### src/hdl/adc_seq_pkg.sv
// Shared constants and carrier types for the conversion sequencer.
// Assumes a single sys_clk domain and an AXI4-Lite register slave.
package adc_seq_pkg;
    // Printed offsets are not all multiples of four: indices, byte address = 4 * index
    localparam logic [7:0] IDX_RESULT_0 = 8'hF0;
    localparam logic [7:0] IDX_CONTROL_0 = 8'hF1;
    localparam logic [7:0] IDX_INTSEL_0 = 8'hF2;
    localparam logic [7:0] IDX_RESULT_1 = 8'hF8;
    localparam logic [7:0] IDX_CONTROL_1 = 8'hF9;
    localparam logic [7:0] IDX_INTSEL_1 = 8'hFA;
    // Control register field positions
    localparam int CTL_START_STOP = 0;
    localparam int CTL_CONT = 1;
    localparam int CTL_POWER_ENABLE = 2;
    localparam int CTL_TRIGGER_ENABLE = 3;
    localparam int CTL_SPEED_SELECT = 4;
    localparam int CTL_CHAN_LSB = 5;
    localparam int INTSEL_BIT = 0;
    // Reset values
    localparam logic [7:0] CONTROL_RESET = 8'h00;
    localparam logic [7:0] INTSEL_RESET = 8'h01;
    localparam logic [7:0] RESULT_RESET = 8'h00;
    // Conversion lengths in internal clocks
    localparam logic [7:0] FAST_CYCLES = 8'h4E;
    localparam logic [7:0] SLOW_CYCLES = 8'h8A;
    // Width of the falling-edge interrupt pulse in clocks
    localparam logic [1:0] IRQ_LOW_CYCLES = 2'h2;

    typedef struct packed {
        logic [2:0] channel;
        logic speed_select;
        logic trigger_enable;
        logic power_enable;
        logic cont;
        logic start_stop;
    } control_s;

    typedef enum logic [2:0] {
        ST_IDLE = 3'b001,
        ST_CONV = 3'b010,
        ST_DONE = 3'b100
    } conv_state_e;
endpackage

### src/hdl/adc_conversion_sequencer.sv
// Conversion sequencer for one 8-bit successive-approximation converter.
// Assumes the analog core returns its result on conv_data when our counter expires,
// and that the trigger pin and on-chip event are asynchronous to sys_clk.
//
// How it works
// - Single mode clears start_stop at conversion end
// - Falling edge on interrupt line per single conversion
// - Continuous mode converts until software clears start_stop
// - Each completion overwrites result with newest value
// - Stopping continuous flow raises same falling-edge interrupt
// - Enabled trigger falling edge or event sets start_stop
// - Continuous mode ignores triggers after the first
// - Triggers while start_stop set are ignored
// - Trigger already active at enable starts at once
// - Power enable cleared at reset and in halt
// - Control write aborts conversion, reinitialises logic
// - Top three control bits select channel 0..7
// - Speed bit picks 78 or 138 clocks
// - Power enable gates the conversion engine and trigger_start
// - Start_stop starts/stops; continuous-mode stop interrupts if enabled
// - Bit 3 trigger enable, bit 1 continuous
// - Instance one at F0h, instance two at F8h
// - Interrupt select routes converter or external pin
`timescale 1ns/1ps
module adc_conversion_sequencer #(
    parameter bit INSTANCE = 1'b0
) (
    // Clock and reset
    input wire logic sys_clk,
    input wire logic rst,
    // AXI4-Lite slave
    input wire logic [11:0] s_axi_awaddr,
    input wire logic s_axi_awvalid,
    output logic s_axi_awready,
    input wire logic [31:0] s_axi_wdata,
    input wire logic [3:0] s_axi_wstrb,
    input wire logic s_axi_wvalid,
    output logic s_axi_wready,
    output logic [1:0] s_axi_bresp,
    output logic s_axi_bvalid,
    input wire logic s_axi_bready,
    input wire logic [11:0] s_axi_araddr,
    input wire logic s_axi_arvalid,
    output logic s_axi_arready,
    output logic [31:0] s_axi_rdata,
    output logic [1:0] s_axi_rresp,
    output logic s_axi_rvalid,
    input wire logic s_axi_rready,
    // Triggers and core state
    input wire logic external_trigger_pin,
    input wire logic onchip_trigger_event,
    input wire logic core_halt,
    // Analog core
    input wire logic [7:0] conv_data,
    output logic analog_power_on,
    output logic sample_active,
    output logic [2:0] channel_select,
    // Interrupt channel
    input wire logic ext_irq_pin,
    output logic irq_channel
);
    //////////////////////////////////////////////////////////////////////////////
    // Address decode
    localparam logic [7:0] IDX_RES = INSTANCE ? adc_seq_pkg::IDX_RESULT_1
                                              : adc_seq_pkg::IDX_RESULT_0;
    localparam logic [7:0] IDX_CTL = INSTANCE ? adc_seq_pkg::IDX_CONTROL_1
                                              : adc_seq_pkg::IDX_CONTROL_0;
    localparam logic [7:0] IDX_INT = INSTANCE ? adc_seq_pkg::IDX_INTSEL_1
                                              : adc_seq_pkg::IDX_INTSEL_0;

    logic [7:0] result_q;
    adc_seq_pkg::control_s ctl_q;
    logic [7:0] intsel_q;
    logic [11:0] awaddr_q;
    logic [7:0] wdata_q;
    logic wstrb0_q;
    logic aw_have_q;
    logic w_have_q;
    logic bvalid_q;
    logic [1:0] bresp_q;
    logic rvalid_q;
    logic [31:0] rdata_q;
    logic [1:0] rresp_q;

    wire aw_take = s_axi_awvalid && !aw_have_q && !bvalid_q;
    wire w_take = s_axi_wvalid && !w_have_q && !bvalid_q;
    wire wr_go = aw_have_q && w_have_q && !bvalid_q;
    wire [9:0] wr_idx = awaddr_q[11:2];
    wire wr_aligned = awaddr_q[1:0] == 2'h0;
    wire wr_res = wr_go && wr_aligned && wr_idx == {2'h0, IDX_RES};
    wire wr_ctl = wr_go && wr_aligned && wr_idx == {2'h0, IDX_CTL};
    wire wr_int = wr_go && wr_aligned && wr_idx == {2'h0, IDX_INT};
    wire wr_hit = wr_res || wr_ctl || wr_int;
    wire ctl_write = wr_ctl && wstrb0_q;
    wire ar_take = s_axi_arvalid && !rvalid_q;
    wire [9:0] rd_idx = s_axi_araddr[11:2];
    wire rd_aligned = s_axi_araddr[1:0] == 2'h0;
    wire rd_res = rd_aligned && rd_idx == {2'h0, IDX_RES};
    wire rd_ctl = rd_aligned && rd_idx == {2'h0, IDX_CTL};
    wire rd_int = rd_aligned && rd_idx == {2'h0, IDX_INT};
    wire [7:0] rd_byte = rd_res ? result_q : rd_ctl ? ctl_q : rd_int ? intsel_q : 8'h00;
    wire rd_hit = rd_res || rd_ctl || rd_int;

    assign s_axi_awready = !aw_have_q && !bvalid_q;
    assign s_axi_wready = !w_have_q && !bvalid_q;
    assign s_axi_bvalid = bvalid_q;
    assign s_axi_bresp = bresp_q;
    assign s_axi_arready = !rvalid_q;
    assign s_axi_rvalid = rvalid_q;
    assign s_axi_rdata = rdata_q;
    assign s_axi_rresp = rresp_q;

    always_ff @(posedge sys_clk) begin
        if (rst) begin
            aw_have_q <= 1'b0;
            w_have_q <= 1'b0;
            bvalid_q <= 1'b0;
            bresp_q <= 2'h0;
            awaddr_q <= 12'h000;
            wdata_q <= 8'h00;
            wstrb0_q <= 1'b0;
        end else begin
            if (aw_take) begin
                aw_have_q <= 1'b1;
                awaddr_q <= s_axi_awaddr;
            end
            if (w_take) begin
                w_have_q <= 1'b1;
                wdata_q <= s_axi_wdata[7:0];
                wstrb0_q <= s_axi_wstrb[0];
            end
            if (wr_go) begin
                aw_have_q <= 1'b0;
                w_have_q <= 1'b0;
                bvalid_q <= 1'b1;
                bresp_q <= wr_hit ? 2'h0 : 2'h2;
            end else if (bvalid_q && s_axi_bready) begin
                bvalid_q <= 1'b0;
            end
        end
    end

    always_ff @(posedge sys_clk) begin
        if (rst) begin
            rvalid_q <= 1'b0;
            rdata_q <= 32'h0000_0000;
            rresp_q <= 2'h0;
        end else if (ar_take) begin
            rvalid_q <= 1'b1;
            rdata_q <= {24'h00_0000, rd_byte};
            rresp_q <= rd_hit ? 2'h0 : 2'h2;
        end else if (rvalid_q && s_axi_rready) begin
            rvalid_q <= 1'b0;
        end
    end

    //////////////////////////////////////////////////////////////////////////////
    // Trigger synchronisers and edge detection
    logic [1:0] ext_sync_q;
    logic [1:0] evt_sync_q;
    logic ext_prev_q;
    logic [1:0] pin_sync_q;

    always_ff @(posedge sys_clk) begin
        if (rst) begin
            ext_sync_q <= 2'b11;
            evt_sync_q <= 2'b00;
            pin_sync_q <= 2'b11;
            ext_prev_q <= 1'b1;
        end else begin
            ext_sync_q <= {ext_sync_q[0], external_trigger_pin};
            evt_sync_q <= {evt_sync_q[0], onchip_trigger_event};
            pin_sync_q <= {pin_sync_q[0], ext_irq_pin};
            ext_prev_q <= ext_sync_q[1];
        end
    end

    wire ext_fall = ext_prev_q && !ext_sync_q[1];
    wire ext_low = !ext_sync_q[1];
    wire evt_high = evt_sync_q[1];
    // A trigger already active when enable rises counts at once
    wire trg_rise = ctl_write && wdata_q[adc_seq_pkg::CTL_TRIGGER_ENABLE]
                    && !ctl_q.trigger_enable;
    wire trigger_hit = ctl_q.trigger_enable && (ext_fall || evt_high);
    // Set only from idle: running flow and set start_stop both swallow it
    wire trigger_start = trigger_hit && !ctl_q.start_stop && ctl_q.power_enable;

    //////////////////////////////////////////////////////////////////////////////
    // Conversion engine
    adc_seq_pkg::conv_state_e state_q;
    logic [7:0] cnt_q;
    logic [1:0] irq_low_q;

    wire [7:0] conv_len = ctl_q.speed_select ? adc_seq_pkg::SLOW_CYCLES
                                             : adc_seq_pkg::FAST_CYCLES;
    wire conv_end = state_q == adc_seq_pkg::ST_CONV && cnt_q == 8'h01;
    wire run_ok = ctl_q.start_stop && ctl_q.power_enable;
    wire conv_start = state_q == adc_seq_pkg::ST_IDLE && run_ok;
    wire single_done = conv_end && !ctl_q.cont;
    // Software clear while the flow runs is a stop; only an active flow interrupts
    wire sw_stop = ctl_write && !wdata_q[adc_seq_pkg::CTL_START_STOP]
                   && ctl_q.start_stop && ctl_q.cont;
    wire irq_event = (single_done || sw_stop) && intsel_q[adc_seq_pkg::INTSEL_BIT];

    always_ff @(posedge sys_clk) begin
        if (rst) begin
            state_q <= adc_seq_pkg::ST_IDLE;
            cnt_q <= 8'h00;
        end else if (ctl_write || core_halt) begin
            state_q <= adc_seq_pkg::ST_IDLE;
            cnt_q <= 8'h00;
        end else begin
            unique case (state_q)
                adc_seq_pkg::ST_IDLE: begin
                    if (conv_start) begin
                        state_q <= adc_seq_pkg::ST_CONV;
                        cnt_q <= conv_len;
                    end
                end
                adc_seq_pkg::ST_CONV: begin
                    if (!run_ok) begin
                        state_q <= adc_seq_pkg::ST_IDLE;
                    end else if (conv_end) begin
                        state_q <= adc_seq_pkg::ST_DONE;
                    end else begin
                        cnt_q <= cnt_q - 8'h01;
                    end
                end
                adc_seq_pkg::ST_DONE: begin
                    // Back-to-back in continuous mode, wait in single
                    if (run_ok) begin
                        state_q <= adc_seq_pkg::ST_CONV;
                        cnt_q <= conv_len;
                    end else begin
                        state_q <= adc_seq_pkg::ST_IDLE;
                    end
                end
                default: begin
                    state_q <= adc_seq_pkg::ST_IDLE;
                end
            endcase
        end
    end

    //////////////////////////////////////////////////////////////////////////////
    // Registers
    always_ff @(posedge sys_clk) begin
        if (rst) begin
            ctl_q <= adc_seq_pkg::CONTROL_RESET;
            intsel_q <= adc_seq_pkg::INTSEL_RESET;
            result_q <= adc_seq_pkg::RESULT_RESET;
        end else begin
            if (ctl_write) begin
                ctl_q <= wdata_q[7:0];
                // Start here covers a trigger already active at enable
                if (trg_rise && !wdata_q[adc_seq_pkg::CTL_START_STOP]
                    && (ext_low || evt_high)) begin
                    ctl_q.start_stop <= 1'b1;
                end
            end else if (trigger_start) begin
                ctl_q.start_stop <= 1'b1;
            end else if (single_done) begin
                ctl_q.start_stop <= 1'b0;
            end
            if (core_halt) begin
                ctl_q.power_enable <= 1'b0;
            end
            if (wr_int && wstrb0_q) begin
                intsel_q <= {7'h00, wdata_q[0]};
            end
            if (conv_end) begin
                result_q <= conv_data;
            end else if (wr_res && wstrb0_q) begin
                result_q <= wdata_q[7:0];
            end
        end
    end

    // Interrupt line idles high; each event drives a short low pulse
    always_ff @(posedge sys_clk) begin
        if (rst) begin
            irq_low_q <= 2'h0;
        end else if (irq_event) begin
            irq_low_q <= adc_seq_pkg::IRQ_LOW_CYCLES;
        end else if (irq_low_q != 2'h0) begin
            irq_low_q <= irq_low_q - 2'h1;
        end
    end

    assign irq_channel = intsel_q[adc_seq_pkg::INTSEL_BIT] ? (irq_low_q == 2'h0)
                                                           : pin_sync_q[1];
    assign analog_power_on = ctl_q.power_enable;
    assign sample_active = state_q == adc_seq_pkg::ST_CONV;
    assign channel_select = ctl_q.channel;

    //////////////////////////////////////////////////////////////////////////////
    // Assertions
    property p_single_clear;
        @(posedge sys_clk) disable iff (rst)
        (conv_end && !ctl_q.cont && !ctl_write && !trigger_start) |=> !ctl_q.start_stop;
    endproperty
    a_single_clear: assert property (p_single_clear) else $error("start_stop kept after single");

    property p_irq_edge;
        @(posedge sys_clk) disable iff (rst)
        (single_done && intsel_q[0] && !ctl_write) |=> !irq_channel [*2];
    endproperty
    a_irq_edge: assert property (p_irq_edge) else $error("no low pulse after conversion");

    property p_result;
        @(posedge sys_clk) disable iff (rst)
        conv_end |=> result_q == $past(conv_data);
    endproperty
    a_result: assert property (p_result) else $error("result not updated");

    property p_trigger_set;
        @(posedge sys_clk) disable iff (rst)
        (trigger_start && !ctl_write && !core_halt) |=> ctl_q.start_stop;
    endproperty
    a_trigger_set: assert property (p_trigger_set) else $error("trigger did not start");

    property p_ignore_busy;
        @(posedge sys_clk) disable iff (rst)
        (ctl_q.start_stop && state_q == adc_seq_pkg::ST_CONV && !ctl_write && !conv_end)
        |=> $stable(cnt_q) == 1'b0;
    endproperty
    a_ignore_busy: assert property (p_ignore_busy) else $error("busy conversion disturbed");

    property p_halt_power;
        @(posedge sys_clk) disable iff (rst)
        core_halt |=> !analog_power_on;
    endproperty
    a_halt_power: assert property (p_halt_power) else $error("power kept during halt");

    property p_abort;
        @(posedge sys_clk) disable iff (rst)
        ctl_write |=> state_q == adc_seq_pkg::ST_IDLE && !sample_active && cnt_q == 8'h00;
    endproperty
    a_abort: assert property (p_abort) else $error("control write did not abort");

    property p_length;
        @(posedge sys_clk) disable iff (rst)
        (conv_start && !ctl_write && !core_halt) |=> cnt_q == conv_len;
    endproperty
    a_length: assert property (p_length) else $error("counter preset wrong");

    property p_power_gate;
        @(posedge sys_clk) disable iff (rst)
        !ctl_q.power_enable |=> !sample_active;
    endproperty
    a_power_gate: assert property (p_power_gate) else $error("converting without power");

    property p_restart;
        @(posedge sys_clk) disable iff (rst)
        (state_q == adc_seq_pkg::ST_DONE && run_ok && !ctl_write && !core_halt)
        |=> sample_active;
    endproperty
    a_restart: assert property (p_restart) else $error("continuous flow did not restart");

    property p_busy_trigger;
        @(posedge sys_clk) disable iff (rst)
        (trigger_hit && ctl_q.start_stop && sample_active && !conv_end && !ctl_write
         && !core_halt) |=> sample_active && cnt_q == $past(cnt_q) - 8'h01;
    endproperty
    a_busy_trigger: assert property (p_busy_trigger) else $error("trigger disturbed busy flow");

    property p_stop_irq;
        @(posedge sys_clk) disable iff (rst)
        (sw_stop && intsel_q[adc_seq_pkg::INTSEL_BIT]) |=> !irq_channel [*2];
    endproperty
    a_stop_irq: assert property (p_stop_irq) else $error("no low pulse after flow stop");
endmodule

### config.mk
export PLATFORM = sky130hd
export DESIGN_NAME = adc_conversion_sequencer
export DESIGN_NICKNAME = d
export VERILOG_FILES = /design/src/hdl/adc_seq_pkg.sv /design/src/hdl/adc_conversion_sequencer.sv
export SDC_FILE = /design/constraint.sdc
export NUM_CORES = 1
export LEC_CHECK = 0
export BUFFER_PORTS_ARGS = -buffer_cell sky130_fd_sc_hd__buf_2
export CAP_MARGIN = 25
export CORE_ASPECT_RATIO = 1.5
export CORE_MARGIN = 8
export CORE_UTILIZATION = 45
export CTS_BUF_LIST = sky130_fd_sc_hd__clkbuf_8
export CTS_CLUSTER_SIZE = 20
export DETAILED_ROUTE_END_ITERATION = 8
export PLACE_DENSITY = 0.74
export SLEW_MARGIN = 20
export SYNTH_ARGS = -nofsm -noshare
export SYNTH_HDL_FRONTEND = slang
export SYNTH_SLANG_ARGS = --single-unit
### constraint.sdc
create_clock -name sys_clk -period 3.17 [get_ports sys_clk]
set_clock_uncertainty 0.05 [all_clocks]
set_input_delay 0.634 -clock sys_clk [delete_from_list [all_inputs] [get_ports sys_clk]]
set_output_delay 0.634 -clock sys_clk [all_outputs]
set_load 0.05 [all_outputs]
* Word-level counts from Yosys, hierarchy flattened
Index checks and enable logic that the tools add are counted.
** Operators by class
- Add/subtract/negate cells :: 2
- Equal/unequal tests :: 15
- Mux-type cells :: 29
- Reductions and logical operators :: 70
** Operators with widths (count)
- $mux W8 :: 9
- $eq A10 B8 Y1 const B :: 6
- $logic_and A1 B1 Y1 :: 37
- $pmux W8 S3 :: 1
- $mux W1 :: 10
- $mux W2 :: 5
- $reduce_bool A2 Y1 :: 5
- $logic_not A1 Y1 :: 9
- $mux W3 :: 3
- $pmux W3 S3 :: 1
- $eq A8 B1 Y1 const B :: 1
- $logic_or A1 B1 Y1 :: 8
- $reduce_or A2 Y1 :: 4
- $sub A8 B1 Y8 const B :: 1
- $logic_not A2 Y1 :: 3
- $ne A2 B2 Y1 const B :: 3
- $reduce_bool A3 Y1 :: 2
- $reduce_and A5 Y1 :: 1
- $eq A3 B1 Y1 const B :: 1
- $eq A3 B2 Y1 const B :: 1
- $eq A3 B3 Y1 const B :: 1
- $ne A3 B3 Y1 const B :: 1
- $ne A2 B1 Y1 const B :: 1
- $reduce_and A2 Y1 :: 1
- $sub A2 B1 Y2 const B :: 1
** Word-level totals
- Bits in registers :: 74
- Bits of input ports :: 79
- Output and inout port bits :: 47
- Logic and storage cells :: 142

* Depth between registers and ports, before layout
Gate-level depths: netlist of run 1.
- Depth in word-level cells :: 11
- Mapped depth :: 7

* Worst setup path after synthesis of run 1
OpenSTA, ideal clock, no wires.
- Path type :: reg2reg
- From :: register bvalid_q (netlist: s_axi_bvalid)
- To :: register state_q[0]
- Library setup time :: 0.132 ns
- Arrival :: 2.021 ns
- Required time :: 2.988 ns
- Setup slack :: 0.967 ns
- Stages on the path, launching flop included :: 6
- Period minus slack after synthesis :: 2.203 ns
- Cells stage by stage :: dfxtp_1 nand3b_1 nor4b_2 buf_6 or3_2 or3_2
** On the way
- Word-level cells in the longest chain between the ends :: 7
** Ends and longest elaborated chain
- from (decl) :: line adc_conversion_sequencer.sv:79 : logic bvalid_q;
- from (signal assigned) :: line adc_conversion_sequencer.sv:117 : bvalid_q <= 1'b0;
- from (signal assigned) :: line adc_conversion_sequencer.sv:135 : bvalid_q <= 1'b1;
- from (signal assigned) :: line adc_conversion_sequencer.sv:138 : bvalid_q <= 1'b0;
- $logic_not A1 Y1 :: line adc_conversion_sequencer.sv:87 : wire wr_go = aw_have_q && w_have_q && !bvalid_q;
- $logic_and A1 B1 Y1 :: line adc_conversion_sequencer.sv:87
- $logic_and A1 B1 Y1 (2 in a row) :: line adc_conversion_sequencer.sv:91 : wire wr_ctl = wr_go && wr_aligned && wr_idx == {2'h0, IDX_CTL};
- $logic_and A1 B1 Y1 :: line adc_conversion_sequencer.sv:94 : wire ctl_write = wr_ctl && wstrb0_q;
- $logic_or A1 B1 Y1 :: line adc_conversion_sequencer.sv:209 : end else if (ctl_write || core_halt) begin
- $reduce_or A2 Y1 (no line)
- to (signal assigned) :: line adc_conversion_sequencer.sv:207 : state_q <= adc_seq_pkg::ST_IDLE;
- to (signal assigned) :: line adc_conversion_sequencer.sv:210 : state_q <= adc_seq_pkg::ST_IDLE;
- to (signal assigned) :: line adc_conversion_sequencer.sv:216 : state_q <= adc_seq_pkg::ST_CONV;
- to (decl) :: line adc_conversion_sequencer.sv:190 : adc_seq_pkg::conv_state_e state_q;
Every way passes these cells.
A chain may end at the register's enable or synchronous reset.

* Worst setup path in the final report of run 1
- From :: register state_q[1]
- To :: output port sample_active
** On the way
- Word-level cells in the longest chain between the ends :: 1
** Ends and longest elaborated chain
- $eq A3 B2 Y1 :: line adc_conversion_sequencer.sv:293 : assign sample_active = state_q == adc_seq_pkg::ST_CONV;
- to (decl) :: line adc_conversion_sequencer.sv:56 : output logic sample_active,
Every way passes these cells.

==> flow_summary.json, run 1 <==
{
  "status": "finished clean",
  "hold_viol_final": 0,
  "path_class": "reg2out",
  "synth.avg_cell_area_um2": 8.61,
  "tns_ns": 0,
  "reg2reg_from": "awaddr_q[0]",
  "critPathBufInv": 2,
  "rsz0062_at_grt": "false",
  "synth.area.top_cells": "dfxtp_1, buf_4, nand2_1",
  "syn-instance-count": 380,
  "path_cells": "or3b_1, inv_1, buf_2",
  "worstPathMaxFanout": 8,
  "clk_latency_ns": 0.34,
  "yosysWarnings": 0,
  "synthArstFlopShare": 0,
  "clock-sinks": 72,
  "clk_path_buf_depth": 2,
  "synth_top_area_share": 0.440,
  "required_ns": 2.49,
  "cts_buffers": 9,
  "ir_drop_mv": 0.359,
  "cts_resized": 0,
  "track_usage": 0.155,
  "cp_num_cells": 3,
  "pre_cts_ws_ns": 0.542,
  "grt_first_pass_wirelength_um": 13000,
  "p_leak_nw": 1.61,
  "cp_data_arrival_time_ns": 1.77,
  "area_growth_pct": 15.4,
  "vias": 2774,
  "portBuffers": 72,
  "grt_pass1_vias": 2818,
  "antenna_found_initial": 0,
  "h-tree-depth": 3,
  "dpl.hpwl_um": 5850,
  "tightest_slew_ns": 0.942,
  "setup_violations": 0,
  "yosys.area.top_type": "dfxtp_1",
  "initial_core_util": 0.459,
  "die-width_um": 85.6,
  "hold_path_startpoint": "pin_sync_q[0]",
  "dp_cells": 515,
  "wl_per_cell_um": 14.7,
  "synth_area_um2": 3270,
  "row_count": 38,
  "fin_cells": 531,
  "synth_edf_count": 0,
  "synthFlopType": "dfxtp_1",
  "die_area_um2": 10300,
  "clk_pin_slew_ns": 0.08,
  "r2r_cells": 6,
  "drc": 0,
  "wl_um": 7800,
  "antenna_left": 0,
  "critPathTopFamily": "buffers and inverters",
  "cts_tree": "built",
  "fin_util": 0.530,
  "io_pins": 126,
  "slew_headroom": 0.367,
  "hp-class": "reg2reg",
  "die_h_um": 120,
  "avgViaCountPerCell": 5.22,
  "whs_path_depth": 1,
  "cts_root_buffer": "clkbuf_8",
  "cp-start-kind": "flop",
  "core_um2": 7130,
  "crit_slowest_cell": "or3b_1",
  "r2r_end": "cnt_q[4]",
  "fin_crit_ns": 2.45,
  "grt_overflow": 0,
  "dr.first_iter.drc_count": 164,
  "setup_ws_ns": 0.716,
  "cts_hold_buf": 0,
  "grt_max_degree": 61,
  "hold_end": "pin_sync_q[1]",
  "power_density_nw_per_um2": 527,
  "drv_slew": 0,
  "most-common-layout-cells": "dfxtp_1, buf_2, nand2_1",
  "r2r_setup_slack_ns": 0.81,
  "maxCapViolCount": 0,
  "crit_start": "state_q[1]",
  "crit_path_end_kind": "output port",
  "nNetsFinal": 527,
  "dr.pass1.iters": 4,
  "ys_types": 48,
  "yosysSeqAreaShare": 0.440,
  "gp_congestion": 0.835,
  "drive_gt1_frac": 0.251,
  "num_antenna_cells": 0,
  "max_stage_delay_ns": 0.50,
  "finalCritPeriodShare": 0.774,
  "ys_ff_latch": 72,
  "cts_setup_buffers": 0,
  "fmax_ghz": 0.408
}
==> registers in the layout, summed over array words and instances, names as in the netlist <==
| register | count |
|---|---|
| state_q | 3 |
| s_axi_bvalid | 1 |
| aw_have_q | 1 |
| ctl_q | 4 |
| s_axi_rresp | 1 |
| analog_power_on | 1 |
| cnt_q | 8 |
| result_q | 8 |
| ext_sync_q | 2 |
| s_axi_rdata | 8 |
| intsel_q | 1 |
| w_have_q | 1 |
| wdata_q | 8 |
| ext_prev_q | 1 |
| pin_sync_q | 2 |
| s_axi_rvalid | 1 |
| s_axi_bresp | 1 |
| irq_low_q | 2 |
| awaddr_q | 12 |
| channel_select | 3 |
| wstrb0_q | 1 |
| evt_sync_q | 2 |
==> routing by layer <==
layer	track usage	share of wire	vias to the layer above
met1	0.163	0.41	1294
met4	0.0705	0.014	0
met5	0	0	-
met3	0.0448	0.056	11
met2	0.277	0.52	78
li1	-	-	1391
==> how the worst max path moves through the flow <==
| stage | to | slack [ns] |
|---|---|---|
| after CTS | sample_active | 0.72 |
| after global placement | s_axi_rdata[6] | 0.59 |
| after global routing | s_axi_rdata[4] | 0.63 |
| after floorplan | state_q[0] | 0.97 |
| after detailed placement | s_axi_rdata[4] | 0.54 |
| final | sample_active | 0.72 |
==> cell families after synthesis <==
logic type,synth area share
AO/OA/AOI/OAI,0.143
XOR/XNOR,0.0134
adder cells (fa/ha/maj),0.00764
buffers and inverters,0.102
flip-flops,0.440
multiplexers,0.0765
other,0.00115
AND/OR/NAND/NOR,0.216
==> Yosys cell counts, drive strengths merged, types with 2 or more instances <==
cell type	n
nor4	5
or3	2
o211ai	3
dfxtp	72
a21oi	30
or4	3
a311oi	5
nand3	6
mux2	8
nor2	43
ha	2
o21ai	6
nand2b	2
o22ai	2
clkbuf	12
nand4	3
xor2	4
mux2i	16
a22oi	9
inv	11
buf	32
nand2	58
and2	3
or2	6
nor3b	2
a211oi	10
nor2b	3
nor3	10
==> through the flow <==
stage / cell area, µm² / power [mW] / hold WS [ns]
2_1_floorplan: 3370 / 1.16 / 0.339
3_3_place_gp: 3550 / 1.19 / 0.344
3_5_place_dp: 3550 / 1.20 / 0.343
4_1_cts: 3780 / 2.00 / 0.363
5_1_grt: 3780 / 2.07 / 0.384
6_report: 3780 / 1.99 / 0.361
==> power by group <==
group / internal, mW / switching, mW / total, mW
Sequential: 0.931 / 0.0187 / 0.950
Combinational: 0.0576 / 0.169 / 0.226
Clock: 0.468 / 0.346 / 0.814
Total: 1.46 / 0.533 / 1.99
==> final cells by class <==
cell class	count	area (µm²)
Multi-Input combinational cell	278	1590
Sequential cell	72	1440
Clock inverter	6	91.3
Fill cell	703	3350
Clock buffer	10	138
Timing Repair Buffer	74	375
Inverter	11	41.3
Tap cell	80	100
==> worst reg2reg max path, delay by kind of cell (launching register included) <==
family	cells	cell delay, ns
and+or+nand+nor	5	1.56
DFF	1	0.32
buffers and inverters	1	0.26
(Power assumes the default switching activity.)
==> run 2: changes to the inputs <==
==> constraint.sdc (replaced) <==
create_clock -name sys_clk -period 2.3 [get_ports sys_clk]
set_clock_uncertainty 0.05 [all_clocks]
set_input_delay 0.46 -clock sys_clk [delete_from_list [all_inputs] [get_ports sys_clk]]
set_output_delay 0.46 -clock sys_clk [all_outputs]
set_load 0.05 [all_outputs]
==> run 2 against run 1 <==
Net effect:
- wire length fell by 0.59%
- clock-buffer cell count did not move
- combinational power rose by 39%
- worst hold slack got worse by 0.12 ns
==> flow_summary.json, run 2 (same netlist as run 1, synthesis figures left out) <==
{
  "cts_tree": "built",
  "antenna_left": 0,
  "drive_gt1_frac": 0.269,
  "core_um2": 7130,
  "h-tree-depth": 3,
  "endpoint": "channel_select[1]",
  "die_h_um": 120,
  "rsz0062_at_grt": "false",
  "finalCritPeriodShare": 0.972,
  "clk_latency_ns": 0.35,
  "fillers": 655,
  "p_total_mw": 2.86,
  "crit_start": "awaddr_q[0]",
  "dr.first_iter.drc_count": 191,
  "antenna_found_initial": 0,
  "grt_overflow": 0,
  "setup_violations": 0,
  "whs_path_depth": 2,
  "tns_ns": 0,
  "most-common-layout-cells": "dfxtp_1, buf_2, nand2_1",
  "cts_hold_buf": 0,
  "num_antenna_cells": 0,
  "die-width_um": 85.6,
  "dpl.hpwl_um": 5740,
  "area_growth_pct": 18.9,
  "vias": 2777,
  "ir_drop_mv": 0.558,
  "status": "finished clean",
  "grt_max_degree": 61,
  "required_ns": 2.46,
  "p_leak_nw": 1.66,
  "cp-start-kind": "flop",
  "hp-class": "in2reg",
  "avgViaCountPerCell": 5.13,
  "wl_um": 7750,
  "row_count": 38,
  "dr.pass1.iters": 4,
  "tightest_slew_ns": 0.611,
  "die_area_um2": 10300,
  "mostFrequentLayoutCell": "dfxtp_1",
  "pre_cts_ws_ns": 0.0536,
  "maxCapViolCount": 0,
  "fin_crit_ns": 2.24,
  "portBuffers": 72,
  "wl_per_cell_um": 14.3,
  "grt_first_pass_wirelength_um": 12800,
  "cts_root_buffer": "clkbuf_8",
  "slew_headroom": 0.593,
  "track_usage": 0.154,
  "setup_ws_ns": 0.0648,
  "reg2reg_from": "awaddr_q[0]",
  "r2r_cells": 7,
  "cts_buffers": 9,
  "crit_path_end_kind": "flop",
  "io_pins": 126,
  "grt_pass1_vias": 2828,
  "hold_path_startpoint": "external_trigger_pin",
  "nNetsFinal": 537,
  "regMostFlops": "awaddr_q",
  "clk_pin_slew_ns": 0.07,
  "path_class": "reg2reg",
  "r2r_end": "channel_select[1]",
  "fmax_ghz": 0.447,
  "hold_viol_final": 0,
  "drc": 0,
  "drv_slew": 0,
  "cp_data_arrival_time_ns": 2.40,
  "clock-sinks": 72,
  "largest_reg_flops": 12,
  "r2r_setup_slack_ns": 0.06,
  "power_density_nw_per_um2": 735,
  "clk_path_buf_depth": 2,
  "worstPathMaxFanout": 5,
  "gp_congestion": 0.803,
  "initial_core_util": 0.459
}
-- run 2: cell types whose count changed in the layout (fill, tap and decap cells not counted) --
| cell | previous run | this run |
|---|---|---|
| inv_1 | 11 | 10 |
| buf_4 | 2 | 12 |
| bufinv_16 | 2 | 3 |
| clkinvlp_4 | 0 | 1 |
| clkinv_4 | 2 | 1 |
| buf_2 | 72 | 71 |
| inv_2 | 0 | 1 |
| clkinv_2 | 1 | 0 |
| buf_12 | 0 | 1 |
-- run 2: report_power, final --
part / internal, mW / switching [mW] / total, mW
combinational: 0.0804 / 0.234 / 0.314
sequential: 1.28 / 0.0253 / 1.31
clock: 0.755 / 0.482 / 1.24
total: 2.12 / 0.741 / 2.86
-- run 2: repair_timing --
action | in CTS | in global routing
gates resized for setup | 1 | 1
endpoints found under the setup margin | 1 | 5
endpoints found under the hold margin | 0 | 0
buffers inserted | 0 | 1
pin swaps | 0 | 0
-- run 2: per-stage QoR --
stage / utilization / hold slack (ns) / std cells / area [µm²]
2_1_floorplan: - / 0.339 / 405 / 3370
3_3_place_gp: 0.509 / 0.343 / 524 / 3630
3_5_place_dp: 0.509 / 0.343 / 524 / 3630
4_1_cts: 0.545 / 0.223 / 540 / 3880
5_1_grt: 0.546 / 0.226 / 541 / 3890
6_report: 0.546 / 0.242 / 541 / 3890
-- run 2: worst min path at each step --
stage / endpoint / slack [ns]
floorplan: ext_sync_q[1] / 0.34
detailed placement: pin_sync_q[1] / 0.34
finish: ext_sync_q[0] / 0.24
CTS: ext_sync_q[0] / 0.22
global route: ext_sync_q[0] / 0.23
global placement: pin_sync_q[1] / 0.34
-- run 2: layout make-up --
| type | count | area [µm²] | area share |
|---|---|---|---|
| Clock buffer | 10 | 138 | 0.0354 |
| Multi-Input combinational cell | 278 | 1590 | 0.409 |
| Inverter | 11 | 41.3 | 0.0106 |
| Timing Repair Buffer | 84 | 465 | 0.120 |
| Clock inverter | 6 | 115 | 0.0296 |
| Sequential cell | 72 | 1440 | 0.370 |
| Tap cell | 80 | 100 | 0.0257 |
-- run 2: layer usage --
layer / up-vias / global-route usage / routed length, µm
met2: 69 / 0.271 / 4060
met3: 15 / 0.0435 / 382
met5: - / 0 / 0
li1: 1406 / - / -
met4: 0 / 0.0815 / 150
met1: 1287 / 0.161 / 3150
-- run 2: worst max-delay path: stages (launching register included) --
cell and delay (ns):
dfxtp_1 0.31, or4_4 0.54, or4_1 0.43, nor4b_2 0.22, buf_4 0.20, buf_12 0.13, mux2i_1 0.18, nor2_1 0.05
